**src/core/fsl_pkg.sv**
```systemverilog
// package: constants and types for the opto-isolated fast serial link
package fsl_pkg;
    // ------------------------------------------------------------
    // frame layout
    // ------------------------------------------------------------
    localparam int unsigned FSL_DATA_W    = 8;
    localparam int unsigned FSL_FIFO_D    = 8;
    localparam logic [3:0]  FSL_LAST_DATA = 4'h7;
    localparam logic [3:0]  FSL_BIT_ZERO  = 4'h0;
    localparam logic [3:0]  FSL_BIT_ONE   = 4'h1;
    localparam logic        FSL_START_LVL = 1'b0;
    localparam logic        FSL_IDLE_LVL  = 1'b1;
    localparam logic        FSL_CHAN_A    = 1'b0;
    localparam logic        FSL_CHAN_B    = 1'b1;
    // ------------------------------------------------------------
    // mode command values
    // ------------------------------------------------------------
    localparam logic [7:0]  FSL_MODE_HOLD = 8'h10;
    localparam logic [7:0]  FSL_MODE_RUN  = 8'h00;
    // ------------------------------------------------------------
    // link state machine, gray along the receive path
    // ------------------------------------------------------------
    typedef enum logic [2:0] {
        FSL_IDLE   = 3'b000,
        FSL_RX_DAT = 3'b001,
        FSL_RX_CH  = 3'b011,
        FSL_RX_WT  = 3'b010,
        FSL_TX_DAT = 3'b110,
        FSL_TX_CH  = 3'b111,
        FSL_TX_END = 3'b101
    } fsl_state_e;
endpackage

```
**src/core/fsl_link.sv**
```systemverilog
// fast serial link engine: framing, flow control, contention, routing
// Functional notes
// - data out changes only on serial clock edges; link disable forces it idle at once
// - outbound frame starts with low start bit
// - no outbound start during inbound reception
// - start, eight data LSB first, channel
// - outbound channel bit marks source channel
// - clear drops on the start bit edge
// - clear stays low until byte accepted
// - route inbound by channel, fall back
// - link disabled unless a channel enabled
// - simultaneous start: device withdraws, receives
// - mode hold stops new outbound frames, run releases
// - serial mode only when config enables
// - link always on second channel pins
// - half duplex, one direction at once
`timescale 1ns/1ps
module fsl_link #(
    parameter int unsigned DATA_W = fsl_pkg::FSL_DATA_W,
    parameter int unsigned FIFO_D = fsl_pkg::FSL_FIFO_D
) (
    // clock and reset
    input  wire logic              i_sys_clk,
    input  wire logic              i_rst,
    // configuration memory enables
    input  wire logic              i_cfg_en_a,
    input  wire logic              i_cfg_en_b,
    // mode command from host side
    input  wire logic              i_mode_wr,
    input  wire logic [7:0]        i_mode_val,
    // outbound bytes from channel a
    input  wire logic              i_tx_a_valid,
    input  wire logic [DATA_W-1:0] i_tx_a_data,
    output logic                   o_tx_a_ready,
    // outbound bytes from channel b
    input  wire logic              i_tx_b_valid,
    input  wire logic [DATA_W-1:0] i_tx_b_data,
    output logic                   o_tx_b_ready,
    // inbound bytes to channels
    output logic                   o_rx_a_valid,
    output logic                   o_rx_b_valid,
    output logic      [DATA_W-1:0] o_rx_data,
    input  wire logic              i_rx_a_ready,
    input  wire logic              i_rx_b_ready,
    // serial link pins, on channel b pins
    input  wire logic              i_serial_clock_in,
    input  wire logic              i_serial_data_in,
    output logic                   o_serial_data_out,
    output logic                   o_clear_to_send_out,
    output logic                   o_link_active
);
    import fsl_pkg::*;
    // ------------------------------------------------------------
    // pin synchronisers and clock edge detect
    // ------------------------------------------------------------
    logic sclk_s;
    logic sdi_s;
    logic sclk_q;
    fsl_sync #(.RST_VAL(1'b0)) u_sync_clk (
        .i_sys_clk (i_sys_clk),
        .i_rst     (i_rst),
        .i_async   (i_serial_clock_in),
        .o_sync    (sclk_s)
    );
    fsl_sync #(.RST_VAL(1'b1)) u_sync_dat (
        .i_sys_clk (i_sys_clk),
        .i_rst     (i_rst),
        .i_async   (i_serial_data_in),
        .o_sync    (sdi_s)
    );
    always_ff @(posedge i_sys_clk or posedge i_rst) begin
        if (i_rst) begin
            sclk_q <= 1'b0;
        end else begin
            sclk_q <= sclk_s;
        end
    end
    // apart from link disable, data out never moves without a far-end rising edge; clear follows the byte handshake
    wire rise = sclk_s && !sclk_q;

    // ------------------------------------------------------------
    // enable and hold-in-reset
    // ------------------------------------------------------------
    logic hold_q;
    always_ff @(posedge i_sys_clk or posedge i_rst) begin
        if (i_rst) begin
            hold_q <= 1'b0;
        end else if (i_mode_wr && i_mode_val == FSL_MODE_HOLD) begin
            hold_q <= 1'b1;
        end else if (i_mode_wr && i_mode_val == FSL_MODE_RUN) begin
            hold_q <= 1'b0;
        end
    end
    wire link_en = i_cfg_en_a || i_cfg_en_b;

    // ------------------------------------------------------------
    // outbound fifo: one word is channel bit plus byte
    // ------------------------------------------------------------
    localparam int unsigned FW = DATA_W + 1;
    wire              pick_a   = i_tx_a_valid && i_cfg_en_a;
    wire              pick_b   = !pick_a && i_tx_b_valid && i_cfg_en_b;
    wire              tf_valid = link_en && (pick_a || pick_b);
    wire [FW-1:0]     tf_in    = pick_a ? {FSL_CHAN_A, i_tx_a_data}
                                        : {FSL_CHAN_B, i_tx_b_data};
    logic             tf_ready;
    logic             tf_ovalid;
    logic [FW-1:0]    tf_out;
    logic             tf_pop;
    assign o_tx_a_ready = tf_ready && link_en && i_cfg_en_a;
    assign o_tx_b_ready = tf_ready && link_en && i_cfg_en_b && !pick_a;
    fsl_fifo #(.WIDTH(FW), .DEPTH(FIFO_D)) u_tx_fifo (
        .i_sys_clk (i_sys_clk),
        .i_rst     (i_rst),
        .i_valid   (tf_valid),
        .i_data    (tf_in),
        .o_ready   (tf_ready),
        .o_valid   (tf_ovalid),
        .o_data    (tf_out),
        .i_ready   (tf_pop)
    );

    // ------------------------------------------------------------
    // link state machine
    // ------------------------------------------------------------
    fsl_state_e        st_q, st_d;
    logic [3:0]        cnt_q, cnt_d;
    logic [DATA_W:0]   sh_q, sh_d;
    logic              sdo_q, sdo_d;
    logic              cts_q, cts_d;
    logic              rxv_q, rxv_d;
    logic              rsel_q, rsel_d;
    logic [DATA_W-1:0] rxd_q, rxd_d;
    logic              rxa_q;
    logic              rxb_q;
    logic              act_q;
    wire               rx_take = rxv_q && (rsel_q ? i_rx_b_ready : i_rx_a_ready);
    // a held link still accepts host bytes into the fifo but never starts a frame
    wire               can_tx  = link_en && !hold_q && tf_ovalid;
    // the channel bit, last of the inbound frame, picks a channel, enable decides the fallback
    wire               destination_channel_bit    = sh_q[DATA_W];
    wire               route_b = destination_channel_bit ? i_cfg_en_b : !i_cfg_en_a;

    always_comb begin
        st_d   = st_q;
        cnt_d  = cnt_q;
        sh_d   = sh_q;
        sdo_d  = sdo_q;
        cts_d  = cts_q;
        rxv_d  = rxv_q && !rx_take;
        rsel_d = rsel_q;
        rxd_d  = rxd_q;
        tf_pop = 1'b0;
        case (st_q)
            FSL_IDLE: begin
                cts_d = link_en && !rxv_q;
                sdo_d = FSL_IDLE_LVL;
                if (rise && link_en) begin
                    // far start wins over ours on the same edge
                    if (sdi_s == FSL_START_LVL && cts_q) begin
                        cts_d = 1'b0;
                        cnt_d = FSL_BIT_ZERO;
                        st_d  = FSL_RX_DAT;
                    end else if (can_tx) begin
                        sdo_d  = FSL_START_LVL;
                        // clear drops while we talk so the far end cannot start too
                        cts_d  = 1'b0;
                        sh_d   = tf_out;
                        cnt_d  = FSL_BIT_ZERO;
                        tf_pop = 1'b1;
                        st_d   = FSL_TX_DAT;
                    end
                end
            end
            FSL_RX_DAT: begin
                if (rise) begin
                    sh_d = {sdi_s, sh_q[DATA_W:1]};
                    cnt_d = cnt_q + FSL_BIT_ONE;
                    if (cnt_q == FSL_LAST_DATA) begin
                        st_d = FSL_RX_CH;
                    end
                end
            end
            FSL_RX_CH: begin
                if (rise) begin
                    sh_d = {sdi_s, sh_q[DATA_W:1]};
                    st_d = FSL_RX_WT;
                end
            end
            FSL_RX_WT: begin
                if (!rxv_q) begin
                    rxv_d  = 1'b1;
                    rsel_d = route_b;
                    rxd_d  = sh_q[DATA_W-1:0];
                    st_d   = FSL_IDLE;
                end
            end
            FSL_TX_DAT: begin
                // a stalled far clock simply freezes this shift
                if (rise) begin
                    sdo_d = sh_q[0];
                    sh_d  = {1'b0, sh_q[DATA_W:1]};
                    cnt_d = cnt_q + FSL_BIT_ONE;
                    if (cnt_q == FSL_LAST_DATA) begin
                        st_d = FSL_TX_CH;
                    end
                end
            end
            FSL_TX_CH: begin
                if (rise) begin
                    sdo_d = sh_q[0];
                    st_d  = FSL_TX_END;
                end
            end
            FSL_TX_END: begin
                if (rise) begin
                    sdo_d = FSL_IDLE_LVL;
                    st_d  = FSL_IDLE;
                end
            end
            default: begin
                st_d = FSL_IDLE;
            end
        endcase
        if (!link_en) begin
            st_d  = FSL_IDLE;
            sdo_d = FSL_IDLE_LVL;
            cts_d = 1'b0;
        end
    end

    always_ff @(posedge i_sys_clk or posedge i_rst) begin
        if (i_rst) begin
            st_q   <= FSL_IDLE;
            cnt_q  <= '0;
            sh_q   <= '0;
            sdo_q  <= FSL_IDLE_LVL;
            cts_q  <= 1'b0;
            rxv_q  <= 1'b0;
            rsel_q <= 1'b0;
            rxd_q  <= '0;
            rxa_q  <= 1'b0;
            rxb_q  <= 1'b0;
            act_q  <= 1'b0;
        end else begin
            st_q   <= st_d;
            cnt_q  <= cnt_d;
            sh_q   <= sh_d;
            sdo_q  <= sdo_d;
            cts_q  <= cts_d;
            rxv_q  <= rxv_d;
            rsel_q <= rsel_d;
            rxd_q  <= rxd_d;
            rxa_q  <= rxv_d && !rsel_d;
            rxb_q  <= rxv_d && rsel_d;
            act_q  <= (st_d != FSL_IDLE);
        end
    end

    assign o_serial_data_out   = sdo_q;
    assign o_clear_to_send_out = cts_q;
    assign o_rx_a_valid        = rxa_q;
    assign o_rx_b_valid        = rxb_q;
    assign o_rx_data           = rxd_q;
    assign o_link_active       = act_q;

    wire rx_st = (st_q == FSL_RX_DAT) || (st_q == FSL_RX_CH) || (st_q == FSL_RX_WT);
    wire tx_st = (st_q == FSL_TX_DAT) || (st_q == FSL_TX_CH) || (st_q == FSL_TX_END);
endmodule

```
**src/core/fsl_sync.sv**
```systemverilog
// two-flop synchroniser for signals from outside the clock domain
`timescale 1ns/1ps
module fsl_sync #(
    parameter logic RST_VAL = 1'b1
) (
    // clock and reset
    input  wire logic i_sys_clk,
    input  wire logic i_rst,
    // data
    input  wire logic i_async,
    output logic      o_sync
);
    logic meta_q;
    always_ff @(posedge i_sys_clk or posedge i_rst) begin
        if (i_rst) begin
            meta_q <= RST_VAL;
            o_sync <= RST_VAL;
        end else begin
            meta_q <= i_async;
            o_sync <= meta_q;
        end
    end
endmodule

```
**src/core/fsl_fifo.sv**
```systemverilog
// small synchronous fifo with valid/ready on both sides
`timescale 1ns/1ps
module fsl_fifo #(
    parameter int unsigned WIDTH = 9,
    parameter int unsigned DEPTH = 8
) (
    // clock and reset
    input  wire logic             i_sys_clk,
    input  wire logic             i_rst,
    // fill side
    input  wire logic             i_valid,
    input  wire logic [WIDTH-1:0] i_data,
    output logic                  o_ready,
    // drain side
    output logic                  o_valid,
    output logic      [WIDTH-1:0] o_data,
    input  wire logic             i_ready
);
    localparam int unsigned AW = (DEPTH > 1) ? $clog2(DEPTH) : 1;
    logic [WIDTH-1:0] mem_q [DEPTH];
    logic [AW-1:0]    wr_q;
    logic [AW-1:0]    rd_q;
    logic [AW:0]      cnt_q;
    wire              push = i_valid && o_ready;
    wire              pop  = o_valid && i_ready;
    // the count is one bit wider than the pointers, so full is compared at that width
    assign o_ready = (cnt_q != (AW+1)'(DEPTH));
    assign o_valid = (cnt_q != '0);
    assign o_data  = mem_q[rd_q];
    always_ff @(posedge i_sys_clk) begin
        if (push) begin
            mem_q[wr_q] <= i_data;
        end
    end
    always_ff @(posedge i_sys_clk or posedge i_rst) begin
        if (i_rst) begin
            wr_q  <= '0;
            rd_q  <= '0;
            cnt_q <= '0;
        end else begin
            if (push) begin
                wr_q <= (wr_q == AW'(DEPTH - 1)) ? '0 : wr_q + 1'b1;
            end
            if (pop) begin
                rd_q <= (rd_q == AW'(DEPTH - 1)) ? '0 : rd_q + 1'b1;
            end
            cnt_q <= cnt_q + (AW+1)'(push) - (AW+1)'(pop);
        end
    end
endmodule

```
**config.mk**
```make
export PLATFORM = sky130hd
export DESIGN_NAME = fsl_link
export DESIGN_NICKNAME = d
export VERILOG_FILES = /design/src/core/fsl_pkg.sv /design/src/core/fsl_link.sv /design/src/core/fsl_sync.sv /design/src/core/fsl_fifo.sv
export SDC_FILE = /design/constraint.sdc
export NUM_CORES = 1
export LEC_CHECK = 0
export ABC_AREA = 1
export BUFFER_PORTS_ARGS = -buffer_cell sky130_fd_sc_hd__buf_4
export CAP_MARGIN = 5
export CORE_UTILIZATION = 53
export DETAILED_ROUTE_END_ITERATION = 10
export GPL_TIMING_DRIVEN = 0
export PLACE_DENSITY = 0.75
export SLEW_MARGIN = 20
export SYNTH_ARGS = -nofsm -noshare
export SYNTH_HDL_FRONTEND = slang
export SYNTH_SLANG_ARGS = --single-unit
export TNS_END_PERCENT = 20
```
**constraint.sdc**
```tcl
create_clock -name i_sys_clk -period 2.3 [get_ports i_sys_clk]
set_clock_uncertainty 0.1 [all_clocks]
set_input_delay 0.69 -clock i_sys_clk [delete_from_list [all_inputs] [get_ports i_sys_clk]]
set_output_delay 0.69 -clock i_sys_clk [all_outputs]
set_load 0.05 [all_outputs]
```
After elaboration in Yosys (flattened, before gate mapping)
Memories as Yosys holds them, arrays and structs flattened.
Index checks and enable logic that the tools add are counted.
{"block": "word_totals", "ff_bits": 47, "mem_bits_rw": 72, "input_bits": 35, "word_cells": 148, "mem_count": 1}
{"memory": "u_tx_fifo.mem_q", "depth": 8, "word_bits": 9, "rd": 1, "rd_ports_with_merged_regs": 0, "write_ports": 1, "line_no": "fsl_fifo.sv:20", "source": "logic [WIDTH-1:0] mem_q [DEPTH];"}
{"block": "op_classes", "add_sub_neg": 5, "n_eq_ne": 22, "muxes": 53, "n_bitwise": 2, "n_reduce_logical": 45}
{"cell": "2-to-1 mux 9 bit", "n": 6}
{"cell": "2-to-1 mux 3 bit", "n": 14}
{"cell": "one-hot mux 9 bit (3 select lines)", "n": 1}
{"cell": "2-to-1 mux 1 bit", "n": 25}
{"cell": "logical AND 1 bit", "n": 22}
{"cell": "one-hot mux 3 bit (7 select lines)", "n": 1}
{"cell": "2-to-1 mux 4 bit", "n": 4}
{"cell": "equality test 3 bit, second input constant", "n": 5}
{"cell": "inequality test 3 bit, second input constant", "n": 3}
{"cell": "equality test 8 x 5 -> 1 bit, second input constant", "n": 1}
{"cell": "logical NOT 8 bit", "n": 1}
{"cell": "inequality test 2 bit, second input constant", "n": 4}
{"cell": "one-hot mux 4 bit (2 select lines)", "n": 1}
{"cell": "logical NOT 1 bit", "n": 7}
{"cell": "adder 3 x 1 -> 3 bit, second input constant", "n": 2}
{"cell": "equality test 3 x 2 -> 1 bit, second input constant", "n": 2}
{"cell": "inequality test 2 x 1 -> 1 bit, second input constant", "n": 3}
{"cell": "AND reduction 6 bit", "n": 1}
{"cell": "nonzero test 3 bit", "n": 2}
{"cell": "OR reduction 2 bit", "n": 3}
{"cell": "adder 4 x 1 -> 4 bit", "n": 1}
{"cell": "adder 4 x 1 -> 4 bit, second input constant", "n": 1}
{"cell": "equality test 4 x 3 -> 1 bit, second input constant", "n": 1}
{"cell": "inequality test 4 x 2 -> 1 bit, second input constant", "n": 1}
{"cell": "other kinds (12)", "n": 15}

Depth between registers and ports, before layout
Gate-level depths: netlist of run 1.
{"block": "depth", "depth_word": 9, "ltp_mapped": 13, "depth_no_buf": 13}

Hierarchy
Synthesis of run 1 repeated with hierarchy kept, for this count alone.
{"block": "unflattened", "cells_unflattened": 639, "hier_area_um2": 5816.8}
{"module": "fsl_fifo", "instances": 1, "cells_per_inst": 383, "area_each_um2": 3788.6, "seq_area_each_um2": 2412.3}
{"module": "fsl_link", "instances": 1, "cells_per_inst": 250, "area_each_um2": 1918.1, "seq_area_each_um2": 827.0}
{"module": "fsl_sync (u_sync_dat)", "instances": 1, "cells_per_inst": 3, "area_each_um2": 56.3, "seq_area_each_um2": 52.6}
{"module": "fsl_sync (u_sync_clk)", "instances": 1, "cells_per_inst": 3, "area_each_um2": 53.8, "seq_area_each_um2": 50.0}

Worst setup path after synthesis of run 1
OpenSTA, ideal clock, no wires.
{"block": "synth_path", "path_type": "in2out", "startpoint": "in i_tx_a_valid", "endpoint": "out o_tx_b_ready", "arrival_ns": 2.305, "required_time_ns": 1.510, "setup_slack_ns": -0.795, "stages": 4, "path_buffers": 1, "cell_sequence": "nand2_1 -> buf_2 -> clkinv_1 -> nor3_1"}
{"block": "synth_via", "elab_chain_len": 3}
{"item": "start, declared", "line_no": "fsl_link.sv:32", "source": "input wire logic i_tx_a_valid,"}
{"item": "logical AND 1 bit", "line_no": "fsl_link.sv:100", "source": "wire pick_a = i_tx_a_valid && i_cfg_en_a;"}
{"item": "logical NOT 1 bit", "line_no": "fsl_link.sv:110", "source": "assign o_tx_b_ready = tf_ready && link_en && i_cfg_en_b && !pick_a;"}
{"item": "logical AND 1 bit", "line_no": "fsl_link.sv:110"}
{"item": "end, declared", "line_no": "fsl_link.sv:38", "source": "output logic o_tx_b_ready,"}
Every way passes these cells.

Final worst setup path of run 1
{"block": "layout_path", "startpoint": "reg u_tx_fifo.cnt_q[3]", "endpoint": "mem u_tx_fifo.mem_q[4][6] (enable)"}
{"block": "layout_via", "elab_chain_len": 4}
{"item": "start, declared", "line_no": "fsl_fifo.sv:23", "source": "logic [AW:0] cnt_q;"}
{"item": "start signal, assigned", "line_no": "fsl_fifo.sv:47", "source": "cnt_q <= cnt_q + (AW+1)'(push) - (AW+1)'(pop);"}
{"item": "inequality test 4 bit", "line_no": "fsl_fifo.sv:27", "source": "assign o_ready = (cnt_q != (AW+1)'(DEPTH));"}
{"item": "logical AND 1 bit", "line_no": "fsl_fifo.sv:24", "source": "wire push = i_valid && o_ready;"}
{"item": "named net u_tx_fifo.push", "line_no": "fsl_fifo.sv:24"}
{"item": "2-to-1 mux 1 bit", "line_no": "fsl_fifo.sv:31", "source": "if (push) begin"}
{"item": "2-to-1 mux 1 bit (implied by the code)", "line_no": "fsl_fifo.sv:32", "source": "mem_q[wr_q] <= i_data;"}
{"item": "end, declared", "line_no": "fsl_fifo.sv:20"}
The timed path passes the listed nets, and every way through them passes these cells.

==> flow_summary.json, run 1 <==
{
  "status": "complete, but fails checks",
  "violations": "negative setup slack",
  "grt_pass1_vias": 4191,
  "ctsHoldBuffers": 0,
  "total_power_mw": 8.99,
  "multi_input_area_um2": 1830,
  "max_cap_viol_count": 0,
  "required_ns": 2.35,
  "port_buffers": 49,
  "drtPass1Iterations": 5,
  "syn_area_per_cell_um2": 9.61,
  "seqPwrFrac_pct": 33.9,
  "path_clk_slew_ns": 0.06,
  "cts_buffers": 17,
  "clkPwrFrac_pct": 28.9,
  "crit_end": "u_tx_fifo.mem_q[4][6]",
  "wl_um": 12300,
  "ctsRootBufferMaster": "clkbuf_8",
  "htree_levels": 4,
  "num_vias": 4176,
  "final_cell_area_um2": 6770,
  "critPathArrivalTime_ns": 2.41,
  "remaining_drc_errors": 0,
  "yosys.area.top_type": "edfxtp_1",
  "p_per_area_nw_per_um2": 1330,
  "grt-ovfl-total": 0,
  "seq_area_frac_synth_pct": 61.6,
  "viasPerCell": 5.31,
  "antenna_found_initial": 0,
  "ys_types": 37,
  "post_drt_wl_per_cell_um": 15.6,
  "diodes": 0,
  "cts_sinks": 119,
  "ff2ff_setup_slack_ns": -0.06,
  "worstSetupEndpointType": "flip-flop",
  "n_fill_cell": 701,
  "crit_type": "flip-flop to flip-flop",
  "crit_fanout": 9,
  "rsz0062_at_grt": "true",
  "yosys_register_bits": 119,
  "die_area_um2": 10600,
  "hold_class": "input port to async pin",
  "pre_cts_slack_ns": -0.514,
  "slew_headroom_pct": 34.6,
  "clock_path_buffers": 2,
  "nets": 688,
  "p_sw_mw": 3.50,
  "finalSetupViolCount": 21,
  "synth_warnings": 0,
  "core_area_um2": 9860,
  "worst_slack_ns": -0.0621,
  "drive_gt1_share_pct": 22.3,
  "vdd_drop_max_mv": 0.689,
  "rr_worst_depth": 6,
  "totalNegativeSetupSlack_ns": -1.10,
  "rr_endpoint": "u_tx_fifo.mem_q[4][6]",
  "ios": 50,
  "final_hold_viol_count": 0,
  "start_util_pct": 55.0,
  "die_height_um": 103,
  "fmaxAchievable_mhz": 423,
  "min_period_ns": 2.36,
  "die_x_um": 103,
  "seqCellArea_um2": 3340,
  "dpl_cell_area_um2": 6040,
  "synth_area_leaders": "edfxtp_1 (40%), dfrtp_1 (20%), nand2_1 (13%)",
  "area_growth_pct": 24.6,
  "yosysTopAreaCellShare_pct": 39.8,
  "hpwl_um": 7920,
  "p_comb_share_pct": 37.2,
  "placementRows": 36,
  "worst_slew_pin_slew_ns": 0.978,
  "grt_pass1_wl_um": 19900,
  "final_antenna_net_count": 0,
  "insertion_delay_ns": 0.53,
  "postSynthCellCount": 565,
  "fin_crit_sh_pct": 103,
  "cellLeakagePower_nw": 3.11,
  "r2r_start": "u_tx_fifo.cnt_q[3]",
  "grt_max_degree": 25,
  "startpoint": "u_tx_fifo.cnt_q[3]",
  "track_usage_pct": 25.6,
  "netSwitchingFraction_pct": 39.0,
  "synth_area_um2": 5430,
  "slew_viol_final": 0,
  "syn_nets": 612,
  "fin_util_pct": 68.6,
  "drtIter0Drc": 303,
  "globalplace.congestion": 0.842,
  "cts_tree": "yes",
  "start_kind": "flip-flop",
  "p_int_mw": 5.49
}
-- power groups by stage --
stage / logic (mW) / clock network (mW) / registers [mW]
floorplan: 1.96 / 0 / 3.35
global placement: 3.01 / 0 / 3.06
detailed placement: 3.13 / 0 / 3.08
CTS: 3.26 / 2.61 / 3.05
global route: 3.69 / 2.71 / 3.10
finish: 3.34 / 2.60 / 3.05
-- metal layers --
metal / track usage (%) / vias up / routed length [um]
met3: 5.71 / 38 / 631
met2: 42.0 / 153 / 6220
met5: 0 / - / 0
met1: 31.8 / 1975 / 5080
met4: 14.2 / 0 / 358
li1: - / 2010 / -
-- placed cells by master (no fill, tap or decap), drive strengths merged --
| cell | Yosys | layout |
|---|---|---|
| ha | 11 | 11 |
| xnor2 | 2 | 2 |
| o22ai | 2 | 2 |
| clkbuf | 3 | 20 |
| and3 | 1 | 1 |
| dfrtp | 44 | 44 |
| dfstp | 3 | 3 |
| o21ai | 18 | 18 |
| a21boi | 1 | 1 |
| nor2 | 26 | 26 |
| buf | 14 | 71 |
| nor4 | 1 | 1 |
| o211ai | 1 | 1 |
| bufinv | 0 | 2 |
| a21oi | 4 | 4 |
| nand3b | 1 | 1 |
| fa | 1 | 1 |
| inv | 62 | 69 |
| nor3 | 3 | 3 |
| nand3 | 81 | 81 |
| edfxtp | 72 | 72 |
| xor2 | 1 | 1 |
| clkinvlp | 0 | 2 |
| nand2 | 202 | 202 |
| clkinv | 3 | 7 |
| nand4 | 3 | 3 |
| or2 | 3 | 3 |
| a31oi | 2 | 2 |
-- worst max-delay path, stage by stage (launching register included) --
cell and delay (ns):
dfrtp_1 0.41, ha_4 0.17, nand3_2 0.07, nand2_1 0.10, inv_1 0.19, nand2_1 0.17, nor2_1 0.77
-- worst min-delay path by stage --
| stage | end | depth (start not counted) |
|---|---|---|
| after global placement | u_sync_clk.o_sync | 0 |
| after CTS | u_tx_fifo.cnt_q[2] | 2 |
| after floorplan | u_sync_clk.o_sync | 0 |
| final | u_tx_fifo.wr_q[2] | 2 |
| after detailed placement | u_sync_clk.o_sync | 0 |
| after global routing | u_sync_clk.meta_q | 1 |
-- logic make-up (layout without fill, tap and decap cells) --
group                    after synthesis  in the layout  synth area share [%]
XOR/XNOR                               3              3                 0.484
AO/OA/AOI/OAI                         28             28                  2.90
flip-flops                           119            119                  61.6
adder cells (fa/ha/maj)               12             12                  2.90
buffers and inverters                 82            171                  6.52
AND/OR/NAND/NOR                      321            321                  25.6
-- Yosys cell counts (all sizes together) --
| cell | count |
|---|---|
| nor3 | 3 |
| a31oi | 2 |
| nand4 | 3 |
| inv | 62 |
| dfstp | 3 |
| nor4 | 1 |
| clkinv | 3 |
| nand2 | 202 |
| a21boi | 1 |
| o21ai | 18 |
| o211ai | 1 |
| edfxtp | 72 |
| xnor2 | 2 |
| and3 | 1 |
| o22ai | 2 |
| or2 | 3 |
| nand3b | 1 |
| ha | 11 |
| xor2 | 1 |
| clkbuf | 3 |
| nor2 | 26 |
| fa | 1 |
| buf | 14 |
| dfrtp | 44 |
| nand3 | 81 |
| a21oi | 4 |
-- timing repair --
action	CTS	global route
pin swaps	6	0
setup buffers	7	0
gates cloned	0	0
resized for setup	19	7
endpoints found under the setup margin	49	67
-- per-stage QoR --
stage,instances,hold slack [ns]
2_1_floorplan,565,0.231
4_1_cts,787,0.124
5_1_grt,787,0.154
3_5_place_dp,748,0.239
3_3_place_gp,747,0.235
6_report,787,0.117
-- flip-flops by register name, summed over array words and instances (netlist names), 3 cells and up --
name,flops
cnt_q,4
u_tx_fifo.mem_q,72
u_tx_fifo.cnt_q,4
st_q,3
o_rx_data,8
u_tx_fifo.wr_q,3
u_tx_fifo.rd_q,3
sh_q,9
-- area by class of cell --
type / count / area share, %
repair buffers: 57 / 6.73
clock buffers: 17 / 6.12
flip-flops and latches: 119 / 49.4
plain buffers: 17 / 1.85
multi-input cells: 364 / 27.1
clock inverters: 15 / 2.48
well taps: 133 / 2.46
inverters: 65 / 3.87
Power figures use the tool's default switching activity.
==> inputs of run 2 (changes only) <==
- CORE_UTILIZATION: 53 -> 54
- PLACE_DENSITY: 0.75 -> 0.76
- SYNTH_HIERARCHICAL: default -> 1
==> run 2 against run 1 <==
  * Core utilization grew 0.14 points
  * Clock power shrank 7.7%
  * Largest cell class unchanged
  * Register-to-register slack gained 0.07 ns
  * Non-clock buffer count grew 4
  * The flow still finishes with violations (negative setup slack)
  * Power shrank 1.7%
  * Final area grew 5.3%
  * Critical path depth shrank 1
  * Critical path type is now flip-flop to primary output
  * Sequential cell count is the same
==> flow_summary.json, run 2 <==
{
  "area_growth_pct": 22.5,
  "postSynthCellCount": 639,
  "cts_sinks": 119,
  "hold_slack_ns": 0.171,
  "die_area_um2": 11200,
  "grt-ovfl-total": 0,
  "final_common_cell": "nand2_1",
  "fmaxAchievable_mhz": 434,
  "grt_pass1_wl_um": 20900,
  "globalplace.congestion": 0.876,
  "post_drt_wl_per_cell_um": 14.9,
  "required_ns": 1.51,
  "start_util_pct": 56.1,
  "remaining_drc_errors": 0,
  "synth_warnings": 6,
  "yosys_register_bits": 119,
  "synth_simple_gate_area_share_pct": 23.9,
  "r2r_start": "u_tx_fifo/cnt_q[3]",
  "yosysTopAreaCellShare_pct": 37.2,
  "status": "complete, but fails checks",
  "finalSetupViolCount": 1,
  "worstHoldPathCells": 1,
  "viasPerCell": 5.15,
  "hold_class": "input port to flip-flop",
  "rsz0062_at_grt": "true",
  "multi_input_area_um2": 1990,
  "vdd_drop_max_mv": 0.789,
  "yosys.area.top_type": "edfxtp_1",
  "syn_area_per_cell_um2": 9.10,
  "drtPass1Iterations": 5,
  "final_hold_viol_count": 0,
  "antenna_found_initial": 0,
  "cpPeakStageDelay_ns": 0.41,
  "slew_headroom_pct": 43.3,
  "rr_worst_depth": 14,
  "num_vias": 4463,
  "crit_type": "flip-flop to primary output",
  "ys_types": 35,
  "core_area_um2": 10400,
  "worst_slew_pin_slew_ns": 0.845,
  "final_antenna_net_count": 0,
  "min_period_ns": 2.31,
  "path_cells": "ha_4, nand3_4, nand2_2, nor2_2, buf_6",
  "largest_reg_flops": 72,
  "final_cell_mix": "nand2_1 (207), inv_1 (109), edfxtp_1 (72)",
  "fin_crit_sh_pct": 100,
  "cellLeakagePower_nw": 3.50,
  "clock_path_buffers": 2,
  "cts_tree": "yes",
  "cts_buffers": 17,
  "slew_viol_final": 0,
  "start_kind": "flip-flop",
  "syn_nets": 686,
  "worstSetupEndpointType": "primary output",
  "placementRows": 37,
  "ctsRootBufferMaster": "clkbuf_8",
  "synth_top_family_by_area": "simple AND/OR/NAND/NOR gates",
  "hold_path_end": "u_sync_clk/meta_q",
  "ios": 50,
  "top_register": "u_tx_fifo/mem_q",
  "seq_area_frac_synth_pct": 57.5,
  "crit_fanout": 3,
  "insertion_delay_ns": 0.52,
  "track_usage_pct": 25.0,
  "yosys_most_used_dff": "edfxtp_1",
  "synth_area_leaders": "edfxtp_1 (37%), dfrtp_1 (19%), nand2_1 (14%)",
  "path_clk_slew_ns": 0.06,
  "nets": 765,
  "seqCellArea_um2": 3340,
  "diodes": 0,
  "fin_util_pct": 68.7,
  "synth-adder-area-share_pct": 2.71,
  "rr_endpoint": "u_tx_fifo/cnt_q[2]",
  "synth.most_common_cell": "nand2_1",
  "drtIter0Drc": 441,
  "synth_mux_area_share_pct": 0,
  "synth_xor_area_share_pct": 0.753,
  "max_cap_viol_count": 0,
  "synth_area_um2": 5820,
  "synth_async_sr_flop_share_pct": 39.5,
  "grt_pass1_vias": 4344,
  "htree_levels": 4,
  "synth_compound_area_share_pct": 4.47,
  "hpwl_um": 8510,
  "synth_commonest_cells": "nand2_1 (212), inv_1 (115), edfxtp_1 (72)",
  "p_per_area_nw_per_um2": 1240,
  "synth_edf_count": 72,
  "drive_gt1_share_pct": 22.3,
  "cpMaxStageDelayCell": "dfrtp_1",
  "grt_max_degree": 34,
  "critPathArrivalTime_ns": 1.52,
  "die_x_um": 106,
  "hold_start": "i_serial_clock_in",
  "final_cell_area_um2": 7130,
  "port_buffers": 49,
  "worst_slack_ns": -0.00547,
  "n_fill_cell": 784,
  "wl_um": 13000,
  "violations": "negative setup slack",
  "ff2ff_setup_slack_ns": 0.01,
  "die_height_um": 106,
  "dpl_cell_area_um2": 6450
}
## run 2: cell types whose count changed in the layout (fill, tap and decap cells not counted), sizes merged, moves of 3 or more
cell / change
inv: +51
nand3: -23
nand2: +15
o21ai: +12
a21oi: +9
clkinv: +6
nor3: +6
buf: +5
xor2: +3
## run 2: kinds of logic (layout without fill, tap and decap cells)
group / count (synthesis) / in the layout
and+or+nand+nor: 320 / 320
buffers and inverters: 140 / 232
DFF: 119 / 119
AOI/OAI and AO/OA: 43 / 43
adders and majority gates: 12 / 12
xor gates and xnor gates: 5 / 5
## run 2: area by class of cell
| type | count | area share, % |
|---|---|---|
| Buffer | 18 | 2.41 |
| Multi-Input combinational cell | 380 | 27.9 |
| Clock buffer | 19 | 5.92 |
| Timing Repair Buffer | 60 | 6.46 |
| Clock inverter | 13 | 1.58 |
| Sequential cell | 119 | 46.9 |
| Tap cell | 136 | 2.39 |
| Inverter | 122 | 6.48 |
## run 2: worst max-delay path: cells and delay by family (launching register included)
| family | cells | cell delay [ns] |
|---|---|---|
| adders and majority gates | 1 | 0.18 |
| buffers and inverters | 1 | 0.17 |
| DFF | 1 | 0.41 |
| and+or+nand+nor | 3 | 0.23 |
## run 2: report_power, final
part | switching (mW) | internal (mW)
Clock | 0.891 | 1.51
Combinational | 2.27 | 1.18
Sequential | 0.227 | 2.76
Total | 3.39 | 5.45
## run 2: stage by stage
| step | setup TNS, ns | setup slack (ns) | cells | total power, mW |
|---|---|---|---|---|
| 2_1_floorplan | -2.42 | -0.0641 | 639 | 5.35 |
| 6_report | -0.00547 | -0.00547 | 867 | 8.84 |
| 4_1_cts | -0.0417 | -0.0221 | 864 | 8.79 |
| 5_1_grt | -0.239 | -0.0832 | 867 | 9.37 |
| 3_5_place_dp | -10.25 | -0.396 | 827 | 6.26 |
| 3_3_place_gp | -47.81 | -0.789 | 824 | 6.09 |
## run 2: worst max path at each step
| stage | startpoint | endpoint | cells after the start |
|---|---|---|---|
| 3_5_place_dp | i_cfg_en_a | u_tx_fifo/cnt_q[2] | 12 |
| 5_1_grt | u_tx_fifo/cnt_q[3] | u_tx_fifo/cnt_q[2] | 14 |
| 6_report | u_tx_fifo/cnt_q[3] | o_tx_b_ready | 5 |
| 3_3_place_gp | i_cfg_en_a | u_tx_fifo/mem_q[4][5] | 7 |
| 2_1_floorplan | i_cfg_en_a | u_tx_fifo/cnt_q[2] | 10 |
| 4_1_cts | u_tx_fifo/cnt_q[3] | o_tx_b_ready | 5 |
## run 2: repair_timing
action	4_1_cts	5_1_grt
hold buffers	1	0
gates resized for setup	16	5
endpoints found under the hold margin	2	0
endpoints found under the setup margin	5	5
pin swaps	6	7
buffers inserted	4	3
## run 2: routing by layer
layer  track usage (%)  share of wire [%]  vias to the layer above
li1                  -                  -                     2174
met1              31.9                 42                     2116
met2              41.2                 50                      147
met3              5.26                5.8                       26
met4              10.9                2.0                        0
met5                 0                  0                        -
